===== config.mk =====
export PLATFORM = sky130hd
export DESIGN_NAME = uart_baud_sleep_timeout
export DESIGN_NICKNAME = d
export VERILOG_FILES = /design/src/rtl/uart_bst_pkg.sv /design/src/rtl/baud_gen.sv /design/src/rtl/rx_timeout.sv /design/src/rtl/uart_baud_sleep_timeout.sv
export SDC_FILE = /design/constraint.sdc
export NUM_CORES = 1
export LEC_CHECK = 0
export ABC_CLOCK_PERIOD_IN_PS = 3650
export BUFFER_PORTS_ARGS = -buffer_cell sky130_fd_sc_hd__buf_2
export CAP_MARGIN = 15
export CELL_PAD_IN_SITES_DETAIL_PLACEMENT = 0
export CELL_PAD_IN_SITES_GLOBAL_PLACEMENT = 1
export CORE_MARGIN = 3
export CORE_UTILIZATION = 42
export DETAILED_ROUTE_END_ITERATION = 8
export PLACE_DENSITY_LB_ADDON = 0.3
export SETUP_SLACK_MARGIN = 0.05
export SYNTH_ARGS = -nofsm -noshare
export SYNTH_HDL_FRONTEND = slang
export SYNTH_SLANG_ARGS = --single-unit

===== constraint.sdc =====
create_clock -name i_sys_clk -period 3.65 [get_ports i_sys_clk]
set_clock_uncertainty 0.2 [all_clocks]
set_input_delay 0.365 -clock i_sys_clk [delete_from_list [all_inputs] [get_ports i_sys_clk]]
set_output_delay 0.365 -clock i_sys_clk [all_outputs]
set_load 0.02 [all_outputs]

===== src/rtl/uart_bst_pkg.sv =====
// Package of register map, field positions, reset values and timing counts for the channel
// Function
// - Block DMA transmit waits for free-space trigger
// - Receive trigger level from fifo control bits 7:6
// - Sleep needs enhanced enable and sleep enable
// - Sleep needs idle line, empty transmit, no interrupts
// - No sleep while receive FIFO holds data
// - Asleep stops the baud generator run enable
// - Wake on line edge, modem change, transmit write
// - Timeout after four words plus twelve bits idle
// - Line control bit 6 forces transmit low
// - Divisor spans one to 65535
// - Baud tick runs at sixteen times bit rate
// - Divide-by-four prescaler by pin or modem bit 7
// - Low byte and high byte form divisor
// - Zero divisor produces no baud tick
// - One baud tick serves transmitter and receiver
// - Reset loads modem bit 7 as inverted pin
// - Divisor and scratch survive reset
// - Timeout raises code 001100, cleared by receive read
package uart_bst_pkg;
    // ************************************************************
    // Register indices
    // ************************************************************
    localparam logic [3:0] ADDR_RX_TX = 4'h0;
    localparam logic [3:0] ADDR_INT_ENABLE = 4'h1;
    localparam logic [3:0] ADDR_FIFO_CTRL = 4'h2;
    localparam logic [3:0] ADDR_LINE_CTRL = 4'h3;
    localparam logic [3:0] ADDR_MODEM_CTRL = 4'h4;
    localparam logic [3:0] ADDR_SCRATCH = 4'h7;
    localparam logic [3:0] ADDR_DIV_LOW = 4'h8;
    localparam logic [3:0] ADDR_DIV_HIGH = 4'h9;
    localparam logic [3:0] ADDR_ENH_FEAT = 4'ha;
    localparam logic [3:0] ADDR_STATUS = 4'hb;
    // ************************************************************
    // Field positions
    // ************************************************************
    localparam int TX_TRIG_LO = 4;
    localparam int RX_TRIG_LO = 6;
    localparam int DMA_MODE_BIT = 3;
    localparam int SLEEP_EN_BIT = 4;
    localparam int ENH_EN_BIT = 4;
    localparam int BREAK_BIT = 6;
    localparam int PRESCALE_BIT = 7;
    // ************************************************************
    // Reset values, codes and timing
    // ************************************************************
    localparam logic [7:0] LINE_CTRL_RESET = 8'h1d;
    localparam logic [5:0] IID_TIMEOUT = 6'h0c;
    localparam logic [5:0] IID_NONE = 6'h01;
    localparam int PRESCALE_DIV = 4;
    localparam int OVERSAMPLE = 16;
    localparam int TIMEOUT_WORDS = 4;
    localparam int TIMEOUT_EXTRA_BITS = 12;
    localparam logic [7:0] RESET_DIV_LOW = 8'h00;
    localparam logic [7:0] RESET_DIV_HIGH = 8'h00;
endpackage


===== src/rtl/baud_gen.sv =====
// Prescaler and 16-bit divisor producing the sixteen-times sample tick
`timescale 1ns/1ns
module baud_gen
    import uart_bst_pkg::*;
#(
    parameter int DIV_W = 16
) (
    input wire logic i_sys_clk,
    input wire logic i_rst,
    input wire logic i_ce,
    input wire logic i_run,
    input wire logic i_prescale,
    input wire logic [DIV_W-1:0] i_divisor,
    input wire logic i_reload,
    output logic o_tick
);
    typedef struct packed {
        logic [1:0] pre;
        logic [DIV_W-1:0] cnt;
        logic tick;
    } bg_state_t;
    bg_state_t s_q, s_d;
    logic pre_en;

    // Prescale strobe: every fourth clock when selected, else every clock
    always_comb begin
        pre_en = i_prescale ? (s_q.pre == 2'(PRESCALE_DIV - 1)) : 1'b1;
    end

    // Counter reloads on a divisor write so a new rate starts cleanly
    always_comb begin
        s_d = s_q;
        s_d.tick = 1'b0;
        if (i_run) begin
            s_d.pre = i_prescale ? s_q.pre + 2'd1 : 2'd0;
        end
        if (i_reload || i_divisor == '0) begin
            s_d.cnt = '0;
        end else if (i_run && pre_en) begin
            if (s_q.cnt >= i_divisor - 1'b1) begin
                s_d.cnt = '0;
                s_d.tick = 1'b1;
            end else begin
                s_d.cnt = s_q.cnt + 1'b1;
            end
        end
    end

    always_ff @(posedge i_sys_clk) begin
        if (i_rst) begin
            s_q <= '0;
        end else if (i_ce) begin
            s_q <= s_d;
        end
    end

    assign o_tick = s_q.tick & i_ce;

    // A frozen cycle keeps the old tick, so only enabled cycles are judged
    chk_zero_no_tick: assert property (@(posedge i_sys_clk) disable iff (i_rst)
        (i_ce && i_divisor == '0) |=> !s_q.tick) else $error("tick with zero divisor");
endmodule // baud_gen


===== src/rtl/rx_timeout.sv =====
// Receive idle timer flagging stale receive FIFO data
`timescale 1ns/1ns
module rx_timeout
    import uart_bst_pkg::*;
(
    input wire logic i_sys_clk,
    input wire logic i_rst,
    input wire logic i_ce,
    input wire logic i_tick,
    input wire logic i_rx_high,
    input wire logic i_rx_nonempty,
    input wire logic [3:0] i_word_len,
    input wire logic i_clear,
    output logic o_timeout
);
    typedef struct packed {
        logic [11:0] cnt;
        logic flag;
    } to_state_t;
    to_state_t s_q, s_d;
    logic [11:0] limit;

    // Limit in sample ticks: (4*len+12) bits times sixteen
    always_comb begin
        limit = 12'((TIMEOUT_WORDS * i_word_len + TIMEOUT_EXTRA_BITS) * OVERSAMPLE);
    end

    // A read clear loses to a timeout reached the same cycle
    always_comb begin
        s_d = s_q;
        if (!i_rx_high || !i_rx_nonempty) begin
            s_d.cnt = '0;
        end else if (i_tick && s_q.cnt != limit) begin
            s_d.cnt = s_q.cnt + 12'd1;
        end
        if (i_clear) begin
            s_d.flag = 1'b0;
            s_d.cnt = '0;
        end
        if (i_rx_high && i_rx_nonempty && s_q.cnt == limit && !s_q.flag) begin
            s_d.flag = 1'b1;
        end
    end

    always_ff @(posedge i_sys_clk) begin
        if (i_rst) begin
            s_q <= '0;
        end else if (i_ce) begin
            s_q <= s_d;
        end
    end

    assign o_timeout = s_q.flag;

    chk_timeout_needs_data: assert property (@(posedge i_sys_clk) disable iff (i_rst)
        $rose(s_q.flag) |-> $past(i_rx_nonempty)) else $error("timeout without data");
endmodule // rx_timeout


===== src/rtl/uart_baud_sleep_timeout.sv =====
// Channel top: registers, sleep control, break, trigger levels, baud and timeout
//
// The address-and-strobe port and the placing of the registers were chosen for this implementation.
`timescale 1ns/1ns
module uart_baud_sleep_timeout
    import uart_bst_pkg::*;
(
    input wire logic i_sys_clk,
    input wire logic i_rst,
    input wire logic i_ce,
    input wire logic [3:0] i_addr,
    input wire logic [7:0] i_wdata,
    input wire logic i_wr,
    input wire logic i_rd,
    output logic [7:0] o_rdata,
    input wire logic i_prescale_select_pin,
    input wire logic i_rx,
    input wire logic [3:0] i_modem_in,
    input wire logic i_tx_serial,
    input wire logic i_tx_fifo_empty,
    input wire logic i_tsr_empty,
    input wire logic [6:0] i_tx_free,
    input wire logic i_rx_nonempty,
    input wire logic i_other_irq,
    output logic o_tx,
    output logic o_baud_tick,
    output logic o_tx_go,
    output logic [1:0] o_tx_trig,
    output logic [1:0] o_rx_trig,
    output logic o_asleep,
    output logic o_timeout,
    output logic [5:0] o_iid,
    output logic o_rx_read
);
    // ************************************************************
    // State
    // ************************************************************
    typedef struct packed {
        logic [1:0] rx_sync;
        logic [1:0] pin_sync;
        logic [7:0] modem_sync_a;
        logic [3:0] modem_prev;
        logic rx_prev;
        logic pin_caught;
        logic [7:0] interrupt_enable_reg;
        logic [7:0] fifo_control_reg;
        logic [7:0] line_control_reg;
        logic [7:0] modem_control_reg;
        logic [7:0] enhanced_feature_reg;
        logic asleep;
        logic tx_q;
        logic [7:0] rdata;
    } top_state_t;
    // Registers kept through reset live apart from the reset state
    typedef struct packed {
        logic [7:0] div_low;
        logic [7:0] divisor_high_byte;
        logic [7:0] scratch_reg;
    } keep_state_t;

    top_state_t s_q, s_d;
    keep_state_t k_q, k_d;
    logic tick;
    logic timeout;
    logic rx_idle;
    logic wake;
    logic can_sleep;
    logic run;
    logic div_wr;
    logic rx_read;
    logic [3:0] word_len;
    logic [6:0] tx_need;

    // Free-space trigger in bytes, from two code bits
    function automatic logic [6:0] trig_count(input logic [1:0] code);
        unique case (code)
            2'b00: trig_count = 7'd8;
            2'b01: trig_count = 7'd16;
            2'b10: trig_count = 7'd32;
            2'b11: trig_count = 7'd56;
        endcase
    endfunction

    // ************************************************************
    // Decodes
    // ************************************************************
    always_comb begin
        rx_idle = s_q.rx_sync[1];
        rx_read = i_rd && i_addr == ADDR_RX_TX;
        div_wr = i_wr && (i_addr == ADDR_DIV_LOW || i_addr == ADDR_DIV_HIGH);
        word_len = 4'd5 + {2'b00, s_q.line_control_reg[1:0]};
        tx_need = trig_count(s_q.fifo_control_reg[TX_TRIG_LO +: 2]);
        // Edges seen on synchronised copies only
        wake = (s_q.rx_sync[1] != s_q.rx_prev)
            || (s_q.modem_sync_a[7:4] != s_q.modem_prev)
            || (i_wr && i_addr == ADDR_RX_TX);
        can_sleep = s_q.enhanced_feature_reg[ENH_EN_BIT]
            && s_q.interrupt_enable_reg[SLEEP_EN_BIT]
            && rx_idle && i_tx_fifo_empty && i_tsr_empty
            && !i_other_irq
            && !i_rx_nonempty;
        run = !s_q.asleep;
    end

    // ************************************************************
    // Register file and sleep control
    // ************************************************************
    always_comb begin
        s_d = s_q;
        k_d = k_q;
        s_d.rx_sync = {s_q.rx_sync[0], i_rx};
        s_d.pin_sync = {s_q.pin_sync[0], i_prescale_select_pin};
        s_d.modem_sync_a = {s_q.modem_sync_a[3:0], i_modem_in};
        s_d.modem_prev = s_q.modem_sync_a[7:4];
        s_d.rx_prev = s_q.rx_sync[1];
        // Strap caught from the synchronised pin just after reset; needs two reset edges
        if (!s_q.pin_caught) begin
            s_d.pin_caught = 1'b1;
            s_d.modem_control_reg[PRESCALE_BIT] = ~s_q.pin_sync[1];
            s_d.enhanced_feature_reg[7] = ~s_q.pin_sync[1];
        end
        if (i_wr) begin
            unique case (i_addr)
                ADDR_INT_ENABLE: s_d.interrupt_enable_reg = i_wdata;
                ADDR_FIFO_CTRL: s_d.fifo_control_reg = i_wdata;
                ADDR_LINE_CTRL: s_d.line_control_reg = i_wdata;
                ADDR_MODEM_CTRL: s_d.modem_control_reg = i_wdata;
                ADDR_ENH_FEAT: s_d.enhanced_feature_reg = i_wdata;
                ADDR_SCRATCH: k_d.scratch_reg = i_wdata;
                // Host must clear sleep enable first; writes here also reload the baud counter
                ADDR_DIV_LOW: k_d.div_low = i_wdata;
                ADDR_DIV_HIGH: k_d.divisor_high_byte = i_wdata;
                default: ;
            endcase
        end
        // Wake has priority over entry so no event is lost
        if (s_q.asleep) begin
            if (wake || !can_sleep) begin
                s_d.asleep = 1'b0;
            end
        end else if (can_sleep && !wake) begin
            s_d.asleep = 1'b1;
        end
        s_d.tx_q = s_q.line_control_reg[BREAK_BIT] ? 1'b0 : i_tx_serial;
        s_d.rdata = 8'h00;
        if (i_rd) begin
            unique case (i_addr)
                ADDR_INT_ENABLE: s_d.rdata = s_q.interrupt_enable_reg;
                ADDR_LINE_CTRL: s_d.rdata = s_q.line_control_reg;
                ADDR_MODEM_CTRL: s_d.rdata = s_q.modem_control_reg;
                ADDR_ENH_FEAT: s_d.rdata = s_q.enhanced_feature_reg;
                ADDR_SCRATCH: s_d.rdata = k_q.scratch_reg;
                ADDR_DIV_LOW: s_d.rdata = k_q.div_low;
                ADDR_DIV_HIGH: s_d.rdata = k_q.divisor_high_byte;
                ADDR_STATUS: s_d.rdata = {5'd0, timeout, s_q.asleep, tick};
                default: s_d.rdata = 8'h00;
            endcase
        end
    end

    always_ff @(posedge i_sys_clk) begin
        if (i_rst) begin
            s_q <= '0;
            // Pin synchronisers keep sampling so no stale strap or false edge follows reset
            s_q.pin_sync <= s_d.pin_sync;
            s_q.modem_sync_a <= s_d.modem_sync_a;
            s_q.modem_prev <= s_d.modem_prev;
            s_q.rx_sync <= 2'b11;
            s_q.rx_prev <= 1'b1;
            s_q.line_control_reg <= LINE_CTRL_RESET;
            s_q.tx_q <= 1'b1;
        end else if (i_ce) begin
            s_q <= s_d;
        end
    end

    // Not reset: contents survive hardware reset
    always_ff @(posedge i_sys_clk) begin
        if (i_ce) begin
            k_q <= k_d;
        end
    end

    // ************************************************************
    // Baud generator and timeout detector
    // ************************************************************
    baud_gen u_baud (
        .i_sys_clk(i_sys_clk),
        .i_rst(i_rst),
        .i_ce(i_ce),
        .i_run(run),
        .i_prescale(s_q.pin_sync[1] | s_q.modem_control_reg[PRESCALE_BIT]),
        .i_divisor({k_q.divisor_high_byte, k_q.div_low}),
        .i_reload(div_wr),
        .o_tick(tick)
    );

    rx_timeout u_timeout (
        .i_sys_clk(i_sys_clk),
        .i_rst(i_rst),
        .i_ce(i_ce),
        .i_tick(tick),
        .i_rx_high(rx_idle),
        .i_rx_nonempty(i_rx_nonempty),
        .i_word_len(word_len),
        .i_clear(rx_read),
        .o_timeout(timeout)
    );

    // ************************************************************
    // Outputs
    // ************************************************************
    assign o_baud_tick = tick;
    assign o_tx = s_q.tx_q;
    assign o_tx_trig = s_q.fifo_control_reg[TX_TRIG_LO +: 2];
    assign o_rx_trig = s_q.fifo_control_reg[RX_TRIG_LO +: 2];
    // Block DMA holds transmit until enough free space; mode 0 always goes
    assign o_tx_go = !s_q.fifo_control_reg[DMA_MODE_BIT] || i_tx_free >= tx_need;
    assign o_asleep = s_q.asleep;
    assign o_timeout = timeout;
    assign o_iid = timeout ? IID_TIMEOUT : IID_NONE;
    assign o_rx_read = rx_read;
    assign o_rdata = s_q.rdata;

    chk_break_forces_low: assert property (@(posedge i_sys_clk) disable iff (i_rst)
        (i_ce && s_q.line_control_reg[BREAK_BIT]) |=> !o_tx) else $error("break not low");
    chk_sleep_needs_enable: assert property (@(posedge i_sys_clk) disable iff (i_rst)
        $rose(s_q.asleep) |-> $past(s_q.interrupt_enable_reg[SLEEP_EN_BIT]
        && s_q.enhanced_feature_reg[ENH_EN_BIT])) else $error("sleep not enabled");
    chk_sleep_rx_empty: assert property (@(posedge i_sys_clk) disable iff (i_rst)
        $rose(s_q.asleep) |-> $past(!i_rx_nonempty)) else $error("slept with rx data");
    chk_sleep_tx_empty: assert property (@(posedge i_sys_clk) disable iff (i_rst)
        $rose(s_q.asleep) |-> $past(i_tx_fifo_empty && i_tsr_empty)) else $error("tx busy");
    chk_sleep_line_idle: assert property (@(posedge i_sys_clk) disable iff (i_rst)
        $rose(s_q.asleep) |-> $past(rx_idle && !i_other_irq)) else $error("slept while busy");
    chk_asleep_no_tick: assert property (@(posedge i_sys_clk) disable iff (i_rst)
        s_q.asleep ##1 s_q.asleep |-> !tick) else $error("tick while asleep");
    chk_wake_on_write: assert property (@(posedge i_sys_clk) disable iff (i_rst)
        (i_ce && s_q.asleep && i_wr && i_addr == ADDR_RX_TX) |=> !s_q.asleep)
        else $error("no wake on write");
    chk_wake_on_modem: assert property (@(posedge i_sys_clk) disable iff (i_rst)
        (i_ce && s_q.asleep && s_q.modem_sync_a[7:4] != s_q.modem_prev) |=> !s_q.asleep)
        else $error("no wake on modem change");
    chk_timeout_iid: assert property (@(posedge i_sys_clk) disable iff (i_rst)
        timeout |-> o_iid == 6'h0c) else $error("timeout code wrong");
    chk_dma_hold: assert property (@(posedge i_sys_clk) disable iff (i_rst)
        (s_q.fifo_control_reg[DMA_MODE_BIT] && i_tx_free < 7'd8) |-> !o_tx_go)
        else $error("dma went early");
    // The largest trigger is 56 spaces, so that much room always releases transmit
    chk_dma_release: assert property (@(posedge i_sys_clk) disable iff (i_rst)
        (s_q.fifo_control_reg[DMA_MODE_BIT] && i_tx_free >= 7'd56) |-> o_tx_go)
        else $error("dma held with space");
endmodule // uart_baud_sleep_timeout


==> metrics.csv <==
metric,value,unit
tns,-0.2647,ns
intPower,2.596,mW
crit_path_max_fanout,4,
rows,44,
finalHoldViolCount,0,
htree_levels,4,
powerDensity,458.2,mW/mm^2
wl,16770,microns
yosysWarnings,0,
drive_gt1_frac,0.1738,
worst_slack,-0.06323,ns
crit_arrival,3.88,ns
place_area,0.006808,sq mm
cts_buffers,17,
ys_seq_area_frac,0.4410,
outcome,"finished, violations left",
layout_commonest_cell,nor2_1,
cpPeakStageDelay,0.59,ns
cts_max_path_buffers,2,
wl_per_cell,17.99,microns
r2r_slack,-0.06,ns
cts_sinks,121,
synthToLayoutAreaGrowth,18.13,%
cts_tree,yes,
place_hpwl,11740,microns
antenna_left,0,
nets,800,
cp_common_cell,or4_4,
grt_pass1_vias,5095,
die_w,129.0,microns
pwr-share-clk,0.511,
avgSynthCellArea,9.373,sq um
diodes,0,
dieArea,0.01664,sq mm
grt_overflow_total,0,
synth_edf_count,38,
fin_area,0.007507,sq mm
startpoint_type,flip-flop,
cts_root_buf,clkbuf_16,
initial_core_util,0.4340,
synth_ff_type,dfxtp_1,
ys_ff_latch,121,
cpMaxStageDelayCell,or4_4,
core-area,0.01464,sq mm
grt_max_degree,53,
rsz0062_at_grt,yes,
slew_headroom,0.4830,
num_io_pins,59,
cp.depth,14,
setup_violations,8,
leakage,2.959,nW
synthDistinctLibCells,65,
hp-class,in -> reg,
p_total,3.440,mW
grt_usage,0.2092,
violations,setup timing,
cpLargestDelayFamily,simple AND/OR/NAND/NOR gates,
crit_buf_inv,1,
worst_slew_pin_slew,0.7732,ns
fin_crit,3.713,ns
fmax,269.3,MHz
layout_common_cells,"nor2_1 (86), dfxtp_1 (83), nand2_1 (66)",
path_clk_slew,0.06,ns
synth-async-reset-ratio,0,
drt_iter0_markers,483,
gp_congestion,0.8650,
die_h,129.0,microns
via_count,5239,
io_buffers,55,
worstSetupPathType,reg -> reg,
drc,0,
path_cells,or4_4 -> nor2_4 -> nand2_1 -> or4_4 -> nor4_4 -> xnor2_1 -> ha_1 -> a21oi_1 -> o21ai_1 -> a21oi_2 -> nand4_2 -> buf_4 -> nor4_1 -> a211o_1,
switchingPower,0.8439,mW
period_share,1.017,
drt_first_pass_iters,6,
maxSlewViolCount,0,
sw_frac_of_total,0.2453,
max-vdd-ir-drop,371.4,uV
end_kind,flip-flop,
seq_power_share,0.419,
insertion_delay,0.42,ns
p_comb_frac,0.070,
cap_violations,0,
grt_pass1_wl,27070,microns
viasPerCell,5.621,
reg2reg_depth,14,
antenna_found_initial,0,
syn_area,0.006355,sq mm
synth_cells,678,
required,3.82,ns
hold_depth,2,
## flip-flops by register name (all words and copies together), names as in the netlist
signal               cells
k_q                     24
o_asleep                 1
o_rdata                  8
o_rx_trig                2
o_tx                     1
o_tx_trig                2
rx_idle                  1
s_d                     10
s_q                     40
u_baud.s_q              19
u_timeout.o_timeout      1
u_timeout.s_q           12
## worst paths after layout
kind,start,to
max,k_q[21],u_baud.s_q[15]
min,i_modem_in[2],s_d[62]
max reg2reg,k_q[21],u_baud.s_q[15]
min reg2reg,o_rdata[1],o_rdata[1]
## power groups by stage
stage	Sequential (mW)	Clock [mW]	Combinational, mW
after detailed placement	1.47	0	0.235
final	1.44	1.76	0.241
after global placement	1.47	0	0.230
after CTS	1.44	1.78	0.241
after floorplan	1.47	0	0.153
after global routing	1.45	1.83	0.267
## layout make-up
cell class                      instances  area (sq um)
Fill cell                            1342          7137
Multi-Input combinational cell        494          3294
Sequential cell                       121          2803
Timing Repair Buffer                   82         494.2
Clock buffer                           17         425.4
Tap cell                              184         230.2
Clock inverter                         15         188.9
Inverter                               19         71.32
## timing repair
item / CTS / global route
endpoints found under the hold margin: 2 / 0
hold buffers: 2 / 0
gates resized for setup: 11 / 1
setup buffers: 2 / 0
endpoints found under the setup margin: 17 / 17
gates cloned: 0 / 0
pin swaps: 3 / 0
## through the flow
stage                       util  setup slack (ns)  hold WS, ns  instances
after CTS                 0.5122         -0.006588      0.01685        932
final                     0.5126          -0.06323      0.03223        932
after floorplan                -           0.05784       0.2263        680
after global routing      0.5126           -0.2144      0.04958        932
after detailed placement  0.4649           -0.1115       0.2368        896
after global placement    0.4649          0.009615       0.2339        896
## cells by family after synthesis
group | share of synthesized area
other cells | 0.0005901
xor+xnor | 0.03662
buf+inv | 0.04961
flops | 0.4410
mux | 0.07777
fa+ha+maj | 0.05907
compound gates | 0.1201
simple gates | 0.2152
## Yosys cell counts (9+ instances only)
| library cell | number | area share |
|---|---|---|
| a21oi_1 | 21 | 0.017 |
| a22oi_1 | 10 | 0.012 |
| buf_4 | 18 | 0.021 |
| clkbuf_1 | 19 | 0.011 |
| dfxtp_1 | 83 | 0.26 |
| edfxtp_1 | 38 | 0.18 |
| ha_1 | 30 | 0.059 |
| inv_1 | 18 | 0.011 |
| mux2i_1 | 46 | 0.072 |
| nand2_1 | 66 | 0.039 |
| nand3_1 | 12 | 0.0095 |
| nand4_1 | 16 | 0.016 |
| nor2_1 | 87 | 0.051 |
| nor2b_1 | 29 | 0.029 |
| nor3_1 | 14 | 0.011 |
| o21ai_0 | 23 | 0.018 |
| xnor2_1 | 15 | 0.021 |
| xor2_1 | 9 | 0.012 |
## routing by layer
layer,vias up,wire [microns],global-route usage
met4,0,233,0.06424
met2,166,7805,0.3296
li1,2541,-,-
met5,-,0,0
met1,2506,7736,0.2845
met3,26,994,0.05189
## worst register-to-register path, cell delays in order (launching register included)
cell and delay [ns]:
edfxtp_1 0.38, or4_4 0.59, nor2_4 0.15, nand2_1 0.07, or4_4 0.45, nor4_4 0.15
xnor2_1 0.15, ha_1 0.28, a21oi_1 0.17, o21ai_1 0.11, a21oi_2 0.16, nand4_2 0.19
buf_4 0.20, nor4_1 0.28, a211o_1 0.14
No activity file was read; power rests on OpenSTA's default activity.
